<file path="src/rpps_pkg.sv">
// Purpose: Shared constants for the reset / power-down pulse sequencer ends.
// Assumes: 40 MHz clock on both ends (25 ns period).
// Notes:   Times are kept in their printed unit; cycle counts derive from them.
package rpps_pkg;

  // ------------------------------------------------------------------
  // Clock rate
  // ------------------------------------------------------------------
  localparam int unsigned CLK_HZ         = 40000000;
  localparam int unsigned CYC_PER_US     = CLK_HZ / 1000000;

  // ------------------------------------------------------------------
  // Printed times
  // ------------------------------------------------------------------
  localparam int unsigned SUPPLY_WAIT_MS = 10;  // Supplies stable to first reset pulse.
  localparam int unsigned RST_MIN_US     = 25;  // Shortest reset pulse.
  localparam int unsigned RST_MAX_US     = 50;  // Longest reset pulse.
  localparam int unsigned CMD_WAIT_MS    = 1;   // Reset end to first serial command.
  localparam int unsigned PDN_MIN_US     = 200; // Pulse width that means power-down.
  localparam int unsigned WAKE_WAIT_MS   = 10;  // Power-down exit to next reset.
  localparam int unsigned FAST_DIV       = 10;  // Settling divisor while calibrating.

  // ------------------------------------------------------------------
  // Cycle counts (least times round up; at 40 MHz all are exact)
  // ------------------------------------------------------------------
  localparam int unsigned RST_MIN_CYC    = RST_MIN_US * CYC_PER_US;
  localparam int unsigned RST_MAX_CYC    = RST_MAX_US * CYC_PER_US;
  localparam int unsigned PDN_MIN_CYC    = PDN_MIN_US * CYC_PER_US;
  localparam int unsigned SUPPLY_WAIT_CYC = SUPPLY_WAIT_MS * 1000 * CYC_PER_US + 1;
  localparam int unsigned CMD_WAIT_CYC   = CMD_WAIT_MS * 1000 * CYC_PER_US + 1;
  localparam int unsigned WAKE_WAIT_CYC  = WAKE_WAIT_MS * 1000 * CYC_PER_US + 1;
  localparam int unsigned SETTLE_CYC_DEF = 1000;  // Channel settling time, plain default.
  // Host drives the middle of the reset window.
  localparam int unsigned RST_DRIVE_CYC  = (RST_MIN_CYC + RST_MAX_CYC) / 2;
  // Host drives a power-down pulse comfortably above the minimum.
  localparam int unsigned PDN_DRIVE_CYC  = PDN_MIN_CYC + CYC_PER_US * 10;

  // ------------------------------------------------------------------
  // Calibration thresholds (percent of full scale) and data width
  // ------------------------------------------------------------------
  localparam int unsigned CAL_HI_PCT     = 80;
  localparam int unsigned CAL_LO_PCT     = 20;
  localparam int unsigned DATA_W         = 24;
  localparam int unsigned CNT_W          = 24;

endpackage

</file>
<file path="src/rpps_if.sv">
// Purpose: Link between the sensing front end and its host controller.
// Assumes: Single clock; the reset pin is a plain push-pull line from host.
// Notes:   Carries the reset pin, command strobe and conversion-ready pulse.
`timescale 1ns/1ps
interface rpps_if;
  logic                                active_low_reset_pin; // Host-driven reset pin.
  logic                                cmd_valid;            // One-cycle serial command strobe.
  logic                                cmd_isolate;          // Command payload: isolate mode bit.
  logic                                conv_ready;           // One-cycle conversion-ready pulse.
  logic                                conv_valid;           // Result settled flag with the pulse.
  logic [rpps_pkg::DATA_W-1:0]         conv_data;            // Converted result.

  modport dev
  (
    input  active_low_reset_pin,
    input  cmd_valid,
    input  cmd_isolate,
    output conv_ready,
    output conv_valid,
    output conv_data
  );

  modport host
  (
    output active_low_reset_pin,
    output cmd_valid,
    output cmd_isolate,
    input  conv_ready,
    input  conv_valid,
    input  conv_data
  );
endinterface

</file>
<file path="src/rpps_host.sv">
// Purpose: Host end: drives reset and power-down pulses, paces commands.
// Assumes: Same clock as the device end; long waits are parameters.
// Notes:   Calibration thresholds steer gain-up and gain-down request outputs.
`timescale 1ns/1ps
module rpps_host
#(
  parameter int unsigned SUPPLY_WAIT = rpps_pkg::SUPPLY_WAIT_CYC,
  parameter int unsigned CMD_WAIT    = rpps_pkg::CMD_WAIT_CYC,
  parameter int unsigned WAKE_WAIT   = rpps_pkg::WAKE_WAIT_CYC,
  parameter int unsigned SETTLE_CYC  = rpps_pkg::SETTLE_CYC_DEF
)
(
  // Clock and reset
  input  wire logic                          mclk_i,
  input  wire logic                          rstn_i,
  // Link
  rpps_if.host                               lnk,
  // User requests (reset, power-down and command are one-cycle pulses)
  input  wire logic                          reset_req_i,
  input  wire logic                          pdn_req_i,
  input  wire logic                          cmd_req_i,
  input  wire logic                          cmd_isolate_i,
  input  wire logic                          calibrating_i,
  // User status
  output logic                               busy_o,
  output logic                               cmd_ok_o,
  output logic                               result_ok_o,
  output logic [rpps_pkg::DATA_W-1:0]        result_o,
  output logic                               gain_up_o,
  output logic                               gain_down_o
);

  localparam int unsigned W = rpps_pkg::CNT_W + 4;
  localparam logic [rpps_pkg::DATA_W-1:0] FS   = {1'b0, {(rpps_pkg::DATA_W-1){1'b1}}};
  localparam logic [rpps_pkg::DATA_W-1:0] HI_T = rpps_pkg::DATA_W'(
    (longint'(FS) * rpps_pkg::CAL_HI_PCT) / 100);
  localparam logic [rpps_pkg::DATA_W-1:0] LO_T = rpps_pkg::DATA_W'(
    (longint'(FS) * rpps_pkg::CAL_LO_PCT) / 100);

  if (SUPPLY_WAIT < 1 || CMD_WAIT < 1 || WAKE_WAIT < 1 || SETTLE_CYC < rpps_pkg::FAST_DIV)
  begin : g_bad_par
    $error("Wait counts out of range.");
  end

  // ------------------------------------------------------------------
  // Sequencer
  // ------------------------------------------------------------------
  typedef enum logic [2:0] {S_POWERUP, S_IDLE, S_RST_LOW, S_CMD_WAIT, S_PDN_LOW, S_WAKE} rpps_state_e;
  rpps_state_e          st;     // Sequencer state.
  logic [W-1:0]         cnt;    // Wait / pulse counter.

  // Pulse widths sit inside the legal windows, never in the undefined gap.
  always_ff @(posedge mclk_i or negedge rstn_i)
  begin
    if (!rstn_i)
    begin
      st  <= S_POWERUP;
      cnt <= '0;
      lnk.active_low_reset_pin <= 1'b1;
    end
    else
    begin
      cnt <= cnt + 1'b1;
      unique case (st)
        S_POWERUP:
          if (cnt >= W'(SUPPLY_WAIT))
          begin
            st <= S_IDLE;
          end
        S_IDLE:
        begin
          cnt <= '0;
          if (reset_req_i)
          begin
            st <= S_RST_LOW;
            lnk.active_low_reset_pin <= 1'b0;
          end
          else if (pdn_req_i)
          begin
            st <= S_PDN_LOW;
            lnk.active_low_reset_pin <= 1'b0;
          end
        end
        S_RST_LOW:
          if (cnt >= W'(rpps_pkg::RST_DRIVE_CYC - 1))
          begin
            st  <= S_CMD_WAIT;
            cnt <= '0;
            lnk.active_low_reset_pin <= 1'b1;
          end
        S_CMD_WAIT:
          if (cnt >= W'(CMD_WAIT))
          begin
            st <= S_IDLE;
          end
        S_PDN_LOW:
          // Held low for at least PDN_DRIVE_CYC cycles, then until the user asks to wake.
          if (cnt >= W'(rpps_pkg::PDN_DRIVE_CYC) && reset_req_i)
          begin
            st  <= S_WAKE;
            cnt <= '0;
            lnk.active_low_reset_pin <= 1'b1;
          end
        S_WAKE:
          if (cnt >= W'(WAKE_WAIT))
          begin
            st <= S_IDLE;
          end
      endcase
    end
  end

  // ------------------------------------------------------------------
  // Commands and result pacing
  // ------------------------------------------------------------------
  logic [W-1:0] wait_cnt;   // Cycles since last command.

  always_ff @(posedge mclk_i or negedge rstn_i)
  begin
    if (!rstn_i)
    begin
      lnk.cmd_valid   <= 1'b0;
      lnk.cmd_isolate <= 1'b0;
      wait_cnt        <= '0;
    end
    else
    begin
      lnk.cmd_valid <= cmd_req_i && st == S_IDLE;
      if (cmd_req_i && st == S_IDLE)
      begin
        lnk.cmd_isolate <= cmd_isolate_i;
        wait_cnt        <= '0;
      end
      else if (wait_cnt != {W{1'b1}})
      begin
        wait_cnt <= wait_cnt + 1'b1;
      end
    end
  end

  // Calibration may accept results after a tenth of settling; final reads
  // need the whole time and the device's own valid flag.
  always_ff @(posedge mclk_i or negedge rstn_i)
  begin
    if (!rstn_i)
    begin
      busy_o      <= 1'b1;
      cmd_ok_o    <= 1'b0;
      result_ok_o <= 1'b0;
      result_o    <= '0;
      gain_up_o   <= 1'b0;
      gain_down_o <= 1'b0;
    end
    else
    begin
      busy_o   <= st != S_IDLE;
      cmd_ok_o <= st == S_IDLE;
      if (calibrating_i)
      begin
        result_ok_o <= lnk.conv_ready
          && wait_cnt >= W'(SETTLE_CYC / rpps_pkg::FAST_DIV);
      end
      else
      begin
        result_ok_o <= lnk.conv_ready && lnk.conv_valid
          && wait_cnt >= W'(SETTLE_CYC);
      end
      if (lnk.conv_ready)
      begin
        result_o    <= lnk.conv_data;
        gain_down_o <= lnk.conv_data > HI_T;
        gain_up_o   <= lnk.conv_data < LO_T;
      end
    end
  end

endmodule

</file>
<file path="src/flat_wrapper.sv">
// flat-port wrapper written by rule: the top's interface ports become plain ports
module rpps_host_flat 
#(
  parameter int unsigned SUPPLY_WAIT = rpps_pkg::SUPPLY_WAIT_CYC,
  parameter int unsigned CMD_WAIT    = rpps_pkg::CMD_WAIT_CYC,
  parameter int unsigned WAKE_WAIT   = rpps_pkg::WAKE_WAIT_CYC,
  parameter int unsigned SETTLE_CYC  = rpps_pkg::SETTLE_CYC_DEF
)
  (mclk_i, rstn_i, reset_req_i, pdn_req_i, cmd_req_i, cmd_isolate_i, calibrating_i, busy_o, cmd_ok_o, result_ok_o, result_o, gain_up_o, gain_down_o, lnk_active_low_reset_pin, lnk_cmd_valid, lnk_cmd_isolate, lnk_conv_ready, lnk_conv_valid, lnk_conv_data);
  rpps_if lnk_i ();
  input  wire logic mclk_i;
  input  wire logic rstn_i;
  input  wire logic reset_req_i;
  input  wire logic pdn_req_i;
  input  wire logic cmd_req_i;
  input  wire logic cmd_isolate_i;
  input  wire logic calibrating_i;
  output logic busy_o;
  output logic cmd_ok_o;
  output logic result_ok_o;
  output logic [rpps_pkg::DATA_W-1:0] result_o;
  output logic gain_up_o;
  output logic gain_down_o;
  output wire logic [$bits(lnk_i.active_low_reset_pin)-1:0] lnk_active_low_reset_pin;
  output wire logic [$bits(lnk_i.cmd_valid)-1:0] lnk_cmd_valid;
  output wire logic [$bits(lnk_i.cmd_isolate)-1:0] lnk_cmd_isolate;
  input wire logic [$bits(lnk_i.conv_ready)-1:0] lnk_conv_ready;
  input wire logic [$bits(lnk_i.conv_valid)-1:0] lnk_conv_valid;
  input wire logic [$bits(lnk_i.conv_data)-1:0] lnk_conv_data;
  assign lnk_active_low_reset_pin = lnk_i.active_low_reset_pin;
  assign lnk_cmd_valid = lnk_i.cmd_valid;
  assign lnk_cmd_isolate = lnk_i.cmd_isolate;
  assign lnk_i.conv_ready = lnk_conv_ready;
  assign lnk_i.conv_valid = lnk_conv_valid;
  assign lnk_i.conv_data = lnk_conv_data;
  rpps_host #(.SUPPLY_WAIT(SUPPLY_WAIT), .CMD_WAIT(CMD_WAIT), .WAKE_WAIT(WAKE_WAIT), .SETTLE_CYC(SETTLE_CYC)) u_core (.mclk_i(mclk_i), .rstn_i(rstn_i), .lnk(lnk_i), .reset_req_i(reset_req_i), .pdn_req_i(pdn_req_i), .cmd_req_i(cmd_req_i), .cmd_isolate_i(cmd_isolate_i), .calibrating_i(calibrating_i), .busy_o(busy_o), .cmd_ok_o(cmd_ok_o), .result_ok_o(result_ok_o), .result_o(result_o), .gain_up_o(gain_up_o), .gain_down_o(gain_down_o));
endmodule
</file>
<file path="config.mk">
export PLATFORM = sky130hd
export DESIGN_NAME = rpps_host_flat
export DESIGN_NICKNAME = d
export VERILOG_FILES = /design/src/rpps_pkg.sv /design/src/rpps_if.sv /design/src/rpps_host.sv /design/src/flat_wrapper.sv
export SDC_FILE = /design/constraint.sdc
export NUM_CORES = 1
export LEC_CHECK = 0
export ABC_AREA = 1
export BUFFER_PORTS_ARGS = -buffer_cell sky130_fd_sc_hd__buf_2
export CAP_MARGIN = 0
export CORE_MARGIN = 5
export CORE_UTILIZATION = 53
export CTS_CLUSTER_DIAMETER = 200
export CTS_CLUSTER_SIZE = 8
export DETAILED_ROUTE_END_ITERATION = 6
export GPL_TIMING_DRIVEN = 0
export PLACE_DENSITY = 0.77
export SLEW_MARGIN = 40
export SYNTH_ARGS = -nofsm -noshare
export SYNTH_HDL_FRONTEND = slang
export SYNTH_SLANG_ARGS = --single-unit
export TNS_END_PERCENT = 50
</file>
<file path="constraint.sdc">
create_clock -name mclk_i -period 1.65 [get_ports mclk_i]
set_input_delay 0.2475 -clock mclk_i [delete_from_list [all_inputs] [get_ports mclk_i]]
set_output_delay 0.2475 -clock mclk_i [all_outputs]
set_load 0.005 [all_outputs]
</file>
==> flow_summary.json, run 1 <==
{
  "initial_core_util_pct": 54.3,
  "holdPathEnd": "u_core.lnk.cmd_isolate",
  "finClkSkew_ns": 0.0112,
  "ant_nets": 0,
  "grt_util_all_layers_pct": 25.0,
  "insertion_delay_ns": 0.36,
  "die_y_um": 110,
  "cts-root-buf": "clkbuf_8",
  "syn_area_um2": 5310,
  "antenna_cells": 0,
  "powerDensity_nw_per_um2": 1010,
  "post_drt_wl_per_cell_um": 15.1,
  "reg2regPathDepth": 12,
  "synth.distinct_cells": 38,
  "cp_max_fo": 5,
  "syn_inst": 735,
  "place_hpwl_mm": 10.2,
  "fin_crit_sh_pct": 106,
  "synth_edf_count": 0,
  "reg2reg_from": "u_core.cnt[0]",
  "post_layout_nonfiller_instances": 979,
  "cp-start-kind": "register",
  "synth_top_area_share_pct": 42.0,
  "grt_overflow": 0,
  "vdd_ir_drop_max_uv": 590,
  "crit_arrival_ns": 2.06,
  "max_cap_violations": 0,
  "synth_area_leaders": "dfrtp_1 (42%), nand2_1 (14%), inv_1 (6.2%)",
  "finalWirelength_mm": 14.8,
  "synth_compound_area_share_pct": 7.38,
  "fmax_mhz": 569,
  "dp_slack_ns": -0.433,
  "tightest_slew_ns": 0.470,
  "grt_max_degree": 51,
  "hold_ws_ns": 0.0837,
  "crit_required_ns": 1.95,
  "synth_mux_area_share_pct": 0,
  "rsz0062_at_grt": "true",
  "vias_per_cell": 5.49,
  "first_pass_iters": 5,
  "hold_violations": 0,
  "grt_pass1_wl_mm": 23.9,
  "synth_top_family_by_area": "simple AND/OR/NAND/NOR gates",
  "synthAdderAreaFrac_pct": 1.18,
  "post-route-min-period_ns": 1.76,
  "ys.flop_type": "dfrtp_1",
  "synth_xor_area_share_pct": 2.81,
  "ios": 65,
  "rows": 36,
  "worst_slack_ns": -0.107,
  "drt_drc_violations_left": 0,
  "grt_pass1_vias": 5245,
  "yosys_warnings": 0,
  "violations": "setup timing",
  "dieArea_um2": 12100,
  "status": "finished with violations",
  "holdCritPathClass": "in -> reg",
  "seq_area_frac_synth_pct": 43.0,
  "finalSetupViolations": 36,
  "clk_pin_slew_ns": 0.09,
  "syn2layout_area_growth_pct": 25.3,
  "yosysTopAreaCell": "dfrtp_1",
  "synth_commonest_cells": "nand2_1 (197), dfrtp_1 (89), inv_1 (88)",
  "placed_area_um2": 5820,
  "synth_nets": 773,
  "htreeDepth": 3,
  "numCtsBuffers": 9,
  "fin_tns_setup_ns": -2.11,
  "num_vias": 5370,
  "die_x_um": 110,
  "dpl.cell_count": 933,
  "worstSetupPathType": "reg -> reg",
  "drt_iter0_drc": 346,
  "ys_ff_latch": 91,
  "power_mw": 6.71,
  "final_nets": 879,
  "gp_congestion": 0.924,
  "clockBufferDepth": 2,
  "hold_depth": 3,
  "antenna_found_initial": 0,
  "numPortBuffers": 64,
  "p_leak_nw": 3.31,
  "cts_sinks": 91,
  "cp-end-kind": "register",
  "drive_gt1_share_pct": 27.8,
  "hold_start": "cmd_isolate_i",
  "syn_area_per_cell_um2": 7.22,
  "core_region_area_um2": 9770,
  "yosys.area_share.simple_pct": 38.0,
  "relSlewSlack_pct": 68.7,
  "finish.instance_area_um2": 6650,
  "cts_tree": "built",
  "r2r_end": "u_core.lnk.active_low_reset_pin",
  "synthArstFlopShare_pct": 100,
  "r2r_slack_ns": -0.11,
  "finalMaxSlewViolations": 0,
  "utilization_pct": 68.0,
  "yosysMostFrequentCell": "nand2_1"
}
-- worst max-delay path, cell delays in order, from the launching register on --
cell,delay [ns]
dfrtp_2,0.45
ha_4,0.18
or2_4,0.23
nand2_2,0.06
nor2_2,0.04
nor2_2,0.12
nand3_1,0.11
nand2_2,0.14
nor2_4,0.07
buf_6,0.14
nand2_2,0.05
nand2_1,0.05
nand2_1,0.05
-- placed cells by master, fill, tap and decap left out, drive strengths merged --
cell,count
a21o,1
a21oi,19
a31oi,5
and3,2
buf,103
bufinv,2
clkbuf,18
clkinv,3
dfrtp,89
dfstp,2
dlygate4sd3,1
ha,5
inv,88
nand2,202
nand3,67
nand3b,3
nand4,18
nor2,89
nor3,38
nor3b,3
nor4,10
o211ai,1
o21ai,38
o21bai,1
o22ai,1
o31ai,5
o41ai,1
or2,14
xnor2,3
xor2,14
-- how the worst max path moves through the flow --
stage                       startpoint                               to  slack (ns)  cells past startpoint
global route            u_core.cnt[11]  u_core.lnk.active_low_reset_pin       -0.19                     13
floorplan           u_core.wait_cnt[0]              u_core.wait_cnt[24]        0.02                      7
detailed placement  u_core.wait_cnt[0]              u_core.wait_cnt[24]       -0.43                      7
CTS                      u_core.cnt[0]  u_core.lnk.active_low_reset_pin        -0.1                     12
finish                   u_core.cnt[0]  u_core.lnk.active_low_reset_pin       -0.11                     12
global placement                rstn_i              u_core.wait_cnt[11]       -0.51                      1
-- timing repair --
action                                  CTS  global route
hold endpoints to repair                 47             0
gates cloned                              2             1
setup buffers                            14            12
endpoints found under the setup margin   60            61
pin swaps                                12            13
resized for setup                        51            75
hold buffers                              1             0
-- logic make-up (layout without fill, tap and decap cells) --
kind of cell | count (synthesis) | in the layout
AND/OR/NAND/NOR | 446 | 446
buffers and inverters | 104 | 215
flip-flops | 91 | 91
AO/OA/AOI/OAI | 72 | 72
XOR/XNOR | 17 | 17
adder cells (fa/ha/maj) | 5 | 5
-- registers in the layout (all words and copies together) (netlist names) --
signal                           count
u_core.busy_o                        1
u_core.wait_cnt                     28
u_core.lnk.cmd_valid                 1
u_core.st                            3
u_core.result_o                     24
u_core.gain_down_o                   1
u_core.cmd_ok_o                      1
u_core.gain_up_o                     1
u_core.result_ok_o                   1
u_core.lnk.active_low_reset_pin      1
u_core.lnk.cmd_isolate               1
u_core.cnt                          28
-- final cells by class --
type	count	area [um2]
repair buffers	95	593
clock inverters	4	73.8
clock buffers	12	145
fillers	829	3120
plain buffers	15	106
inverters	89	339
well taps	133	166
multi-input cells	540	2930
flip-flops and latches	91	2290
-- layer usage --
layer	up-vias	share of wire [%]	wire length, um	global-route usage, %
li1	2593	-	-	-
met1	2565	42	6200	31.0
met2	173	51	7480	43.5
met3	39	4.7	701	4.02
met4	0	2.6	387	10.2
met5	-	0	0	0
-- power by group --
part	switching (mW)	leakage (nW)	total [mW]	internal (mW)
sequential	0.263	1.18	2.77	2.51
clock	0.797	0.111	1.69	0.897
combinational	1.37	2.02	2.25	0.884
total	2.43	3.31	6.71	4.29
(Power assumes the default switching activity.)
==> inputs of run 2 (changes only) <==
Settings changed: PLACE_DENSITY 0.77 to 0.8, SKIP_CTS_REPAIR_TIMING set to 1.
==> run 2 against run 1 <==
The flow still finishes with violations (setup timing). Maximum frequency down 2.5%. Clock-buffer cell count down 1. Sequential cell count unchanged. Non-clock buffer count down 2. Routed wire length up 3.9%. Worst setup slack worse by 0.045 ns. Largest power group unchanged. Combinational power up 2%. Power down 0.38%. Via count up 2.7%. Global-route usage down 0.68 points. First-iteration DRC count up 16%. Critical endpoint unchanged. Critical path type unchanged. Utilization up 0.47 points.
==> flow_summary.json, run 2 (synthesized netlist as in run 1, its figures left out) <==
{
  "violations": "setup timing",
  "first_pass_iters": 5,
  "num_vias": 5516,
  "finClkSkew_ns": 0.00695,
  "grt_pass1_wl_mm": 23.2,
  "holdCritPathClass": "in -> reg",
  "drt_drc_violations_left": 0,
  "hold_start": "cmd_isolate_i",
  "relSlewSlack_pct": 65.7,
  "dieArea_um2": 12100,
  "worst_slack_ns": -0.152,
  "powerDensity_nw_per_um2": 998,
  "drive_gt1_share_pct": 26.9,
  "core_region_area_um2": 9770,
  "cp-end-kind": "register",
  "grt_util_all_layers_pct": 24.4,
  "place_hpwl_mm": 10.5,
  "cts_sinks": 91,
  "grt_pass1_vias": 5082,
  "gp_congestion": 0.954,
  "finalSetupViolations": 55,
  "post_drt_wl_per_cell_um": 15.7,
  "numCtsBuffers": 9,
  "clk_pin_slew_ns": 0.09,
  "post-route-min-period_ns": 1.80,
  "cp_max_fo": 5,
  "cp-start-kind": "register",
  "status": "finished with violations",
  "antenna_cells": 0,
  "hold_depth": 3,
  "rows": 36,
  "finalWirelength_mm": 15.3,
  "reg2reg_from": "u_core.cnt[23]",
  "die_x_um": 110,
  "grt_max_degree": 52,
  "hold_violations": 0,
  "final_common_cell": "nand2_1",
  "fin_crit_sh_pct": 109,
  "initial_core_util_pct": 54.3,
  "vdd_ir_drop_max_uv": 555,
  "utilization_pct": 68.5,
  "ant_nets": 0,
  "final_nets": 877,
  "cts_tree": "built",
  "hold_ws_ns": 0.0625,
  "p_leak_nw": 3.39,
  "syn2layout_area_growth_pct": 26.2,
  "crit_required_ns": 1.96,
  "die_y_um": 110,
  "grt_overflow": 0,
  "finish.instance_area_um2": 6700,
  "layout_common_cells": "nand2_1 (185), inv_1 (82), dfrtp_1 (81)",
  "tightest_slew_ns": 0.509,
  "ios": 65,
  "antenna_found_initial": 0,
  "reg_top3": "u_core.cnt (28), u_core.wait_cnt (28), u_core.result_o (24)",
  "finalMaxSlewViolations": 0,
  "fill_cells": 805,
  "rsz0062_at_grt": "true",
  "numPortBuffers": 64,
  "vias_per_cell": 5.65,
  "fmax_mhz": 555,
  "placed_area_um2": 5820,
  "r2r_slack_ns": -0.15,
  "holdPathEnd": "u_core.lnk.cmd_isolate",
  "insertion_delay_ns": 0.38,
  "htreeDepth": 3,
  "max_cap_violations": 0,
  "cts-root-buf": "clkbuf_8",
  "crit_arrival_ns": 2.12,
  "reg2regPathDepth": 13,
  "worstSetupPathType": "reg -> reg",
  "r2r_end": "u_core.lnk.active_low_reset_pin",
  "drt_iter0_drc": 402,
  "clockBufferDepth": 2
}
run 2: cell count changes in the layout (fill, tap and decap cells not counted), sizes merged:
cell	change
clkinv	-1
buf	-4
clkinvlp	+4
bufinv	-1
inv	-1
clkbuf	+1
run 2: final cells by class:
class | instances | area (um2) | share of cell area, %
sequential | 91 | 2290 | 34.2
inverter | 89 | 345 | 5.16
clock inverter | 5 | 61.3 | 0.915
multi-input combinational | 540 | 3010 | 44.9
clock buffer | 11 | 151 | 2.26
tap | 133 | 166 | 2.48
timing repair buffer | 93 | 571 | 8.52
buffer | 15 | 106 | 1.59
run 2: worst max-delay path: stages, from the launching register on:
cell and delay, ns:
dfrtp_1 0.44, inv_1 0.09, nand2_1 0.06, nor2_1 0.21, nand2_1 0.15, nor2_1 0.10, nand2_1 0.05, nand2_1 0.06
nand2_1 0.09, nand2_4 0.11, nor2_4 0.06, buf_6 0.15, nand3_1 0.10, nand2_1 0.07
run 2: how the worst max path moves through the flow:
stage,end,slack [ns],from,cells past startpoint
6_report,u_core.lnk.active_low_reset_pin,-0.15,u_core.cnt[23],13
5_1_grt,u_core.cnt[26],-0.27,u_core.cnt[22],12
4_1_cts,u_core.wait_cnt[24],-0.44,u_core.wait_cnt[0],7
3_5_place_dp,u_core.wait_cnt[24],-0.38,u_core.wait_cnt[0],7
3_3_place_gp,u_core.wait_cnt[26],-0.49,rstn_i,1
2_1_floorplan,u_core.wait_cnt[24],0.02,u_core.wait_cnt[0],7
run 2: where the power goes:
part / internal (mW) / switching [mW]
Combinational: 0.873 / 1.41
Clock: 0.785 / 0.840
Sequential: 2.50 / 0.273
run 2: stage by stage:
step | std cells | TNS, ns | setup slack (ns) | power, mW
floorplan | 735 | 0 | 0.0236 | 3.77
detailed placement | 933 | -13.49 | -0.380 | 4.37
finish | 977 | -4.61 | -0.152 | 6.69
CTS | 949 | -15.30 | -0.438 | 5.97
global route | 977 | -10.31 | -0.266 | 7.03
global placement | 932 | -55.75 | -0.494 | 4.28
run 2: layer usage:
layer | part of all wire (%) | vias up | track usage [%]
li1 | - | 2594 | -
met1 | 41 | 2635 | 30.5
met3 | 5.5 | 51 | 3.49
met2 | 51 | 236 | 41.7
met5 | 0 | - | 0
met4 | 3.3 | 0 | 11.0
==> inputs of run 3 (changes only) <==
Settings changed: SETUP_SLACK_MARGIN set to 0.5, SKIP_LAST_GASP set to 1, TNS_END_PERCENT 50 to 30.
==> run 3 against run 2 <==
The flow still finishes with violations (setup timing). Register-to-register slack is essentially flat. Power is 2.5% higher. Sequential cell count did not move.
==> flow_summary.json, run 3 (synthesized netlist as in run 1, its figures left out) <==
{
  "cp_max_fo": 5,
  "max_cap_violations": 0,
  "finalSetupViolations": 33,
  "insertion_delay_ns": 0.37,
  "ios": 65,
  "path_buf_inv": 1,
  "crit_family": "simple AND/OR/NAND/NOR gates",
  "ant_nets": 0,
  "grt_util_all_layers_pct": 23.7,
  "core_region_area_um2": 9770,
  "dieArea_um2": 12100,
  "rows": 36,
  "r2r_slack_ns": -0.14,
  "reg_top3": "u_core.cnt (28), u_core.wait_cnt (28), u_core.result_o (24)",
  "syn2layout_area_growth_pct": 24.4,
  "max_stage_delay_ns": 0.46,
  "crit_chain": "ha_4 -> or2_4 -> nand2_2 -> nor2_2 -> nor2_2 -> nand3_1 -> nand2_2 -> nor2_4 -> buf_6 -> nand2_2 -> nand2_1 -> nand2_1",
  "numPortBuffers": 64,
  "die_y_um": 110,
  "finClkSkew_ns": 0.0123,
  "die_x_um": 110,
  "cp-end-kind": "register",
  "grt_overflow": 0,
  "drt_iter0_drc": 472,
  "gp_congestion": 0.950,
  "finalWirelength_mm": 14.6,
  "dp_slack_ns": -0.182,
  "clockBufferDepth": 2,
  "power_mw": 6.86,
  "initial_core_util_pct": 54.3,
  "worst_slack_ns": -0.141,
  "powerDensity_nw_per_um2": 1040,
  "num_vias": 5407,
  "antenna_found_initial": 0,
  "placed_area_um2": 5910,
  "grt_max_degree": 62,
  "antenna_cells": 0,
  "drive_gt1_share_pct": 24.8,
  "crit_start": "u_core.cnt[0]",
  "hold_ws_ns": 0.0753,
  "hold_start": "cmd_isolate_i",
  "cts_sinks": 91,
  "post-route-min-period_ns": 1.79,
  "numCtsBuffers": 9,
  "htreeDepth": 3,
  "dpl.cell_count": 933,
  "reg2reg_from": "u_core.cnt[0]",
  "post_layout_nonfiller_instances": 975,
  "cts_tree": "built",
  "final_nets": 875,
  "clk_pin_slew_ns": 0.09,
  "cts-root-buf": "clkbuf_8",
  "first_pass_iters": 5,
  "fin_crit_sh_pct": 109,
  "vdd_ir_drop_max_uv": 734,
  "tightest_slew_ns": 0.494,
  "crit_required_ns": 1.96,
  "fmax_mhz": 558,
  "crit_arrival_ns": 2.10,
  "fill_cells": 838,
  "grt_pass1_wl_mm": 22.8,
  "grt_pass1_vias": 5084,
  "layout_common_cells": "nand2_1 (187), inv_1 (82), dfrtp_1 (77)",
  "violations": "setup timing",
  "relSlewSlack_pct": 67.1,
  "vias_per_cell": 5.55,
  "finish.instance_area_um2": 6600,
  "post_drt_wl_per_cell_um": 15.0,
  "status": "finished with violations",
  "p_leak_nw": 3.34,
  "final_common_cell": "nand2_1",
  "finalMaxSlewViolations": 0,
  "worstSetupPathType": "reg -> reg",
  "cp_common_cell": "nand2_2",
  "place_hpwl_mm": 10.2,
  "crit_slowest_cell": "dfrtp_2",
  "rsz0062_at_grt": "true",
  "hold_violations": 0,
  "cp-start-kind": "register",
  "holdCritPathClass": "in -> reg",
  "utilization_pct": 67.5,
  "drt_drc_violations_left": 0,
  "fin_tns_setup_ns": -2.99
}
-- run 3: worst paths after layout --
check,end,depth (start not counted)
max,u_core.lnk.active_low_reset_pin,12
min,u_core.lnk.cmd_isolate,3
max reg2reg,u_core.lnk.active_low_reset_pin,12
min reg2reg,u_core.lnk.active_low_reset_pin,2
max in group asynchronous,u_core.wait_cnt[11],3
min in group asynchronous,u_core.cnt[13],2
-- run 3: worst min-delay path: stages --
cell,delay [ns]
buf_2,0.07
nand2_1,0.04
nand2_1,0.04
-- run 3: cell type report --
cell class	count	area [um2]	area share [%]
multi-input cells	540	2860	43.3
flip-flops and latches	91	2290	34.8
repair buffers	91	571	8.64
inverters	89	337	5.10
well taps	133	166	2.52
clock inverters	7	139	2.10
clock buffers	9	124	1.88
plain buffers	15	113	1.71
-- run 3: per-layer routing --
layer	vias to the layer above	track usage, %	wire [um]
met5	-	0	0
met4	0	10.5	479
met3	46	4.48	862
met2	213	40.9	7290
met1	2557	28.8	6000
li1	2591	-	-
-- run 3: report_power, final --
part           leakage [nW]  switching (mW)  internal [mW]  total, mW
sequential             1.18           0.261           2.50       2.77
clock                 0.134           0.834           1.16       1.99
combinational          2.03            1.28          0.821       2.10
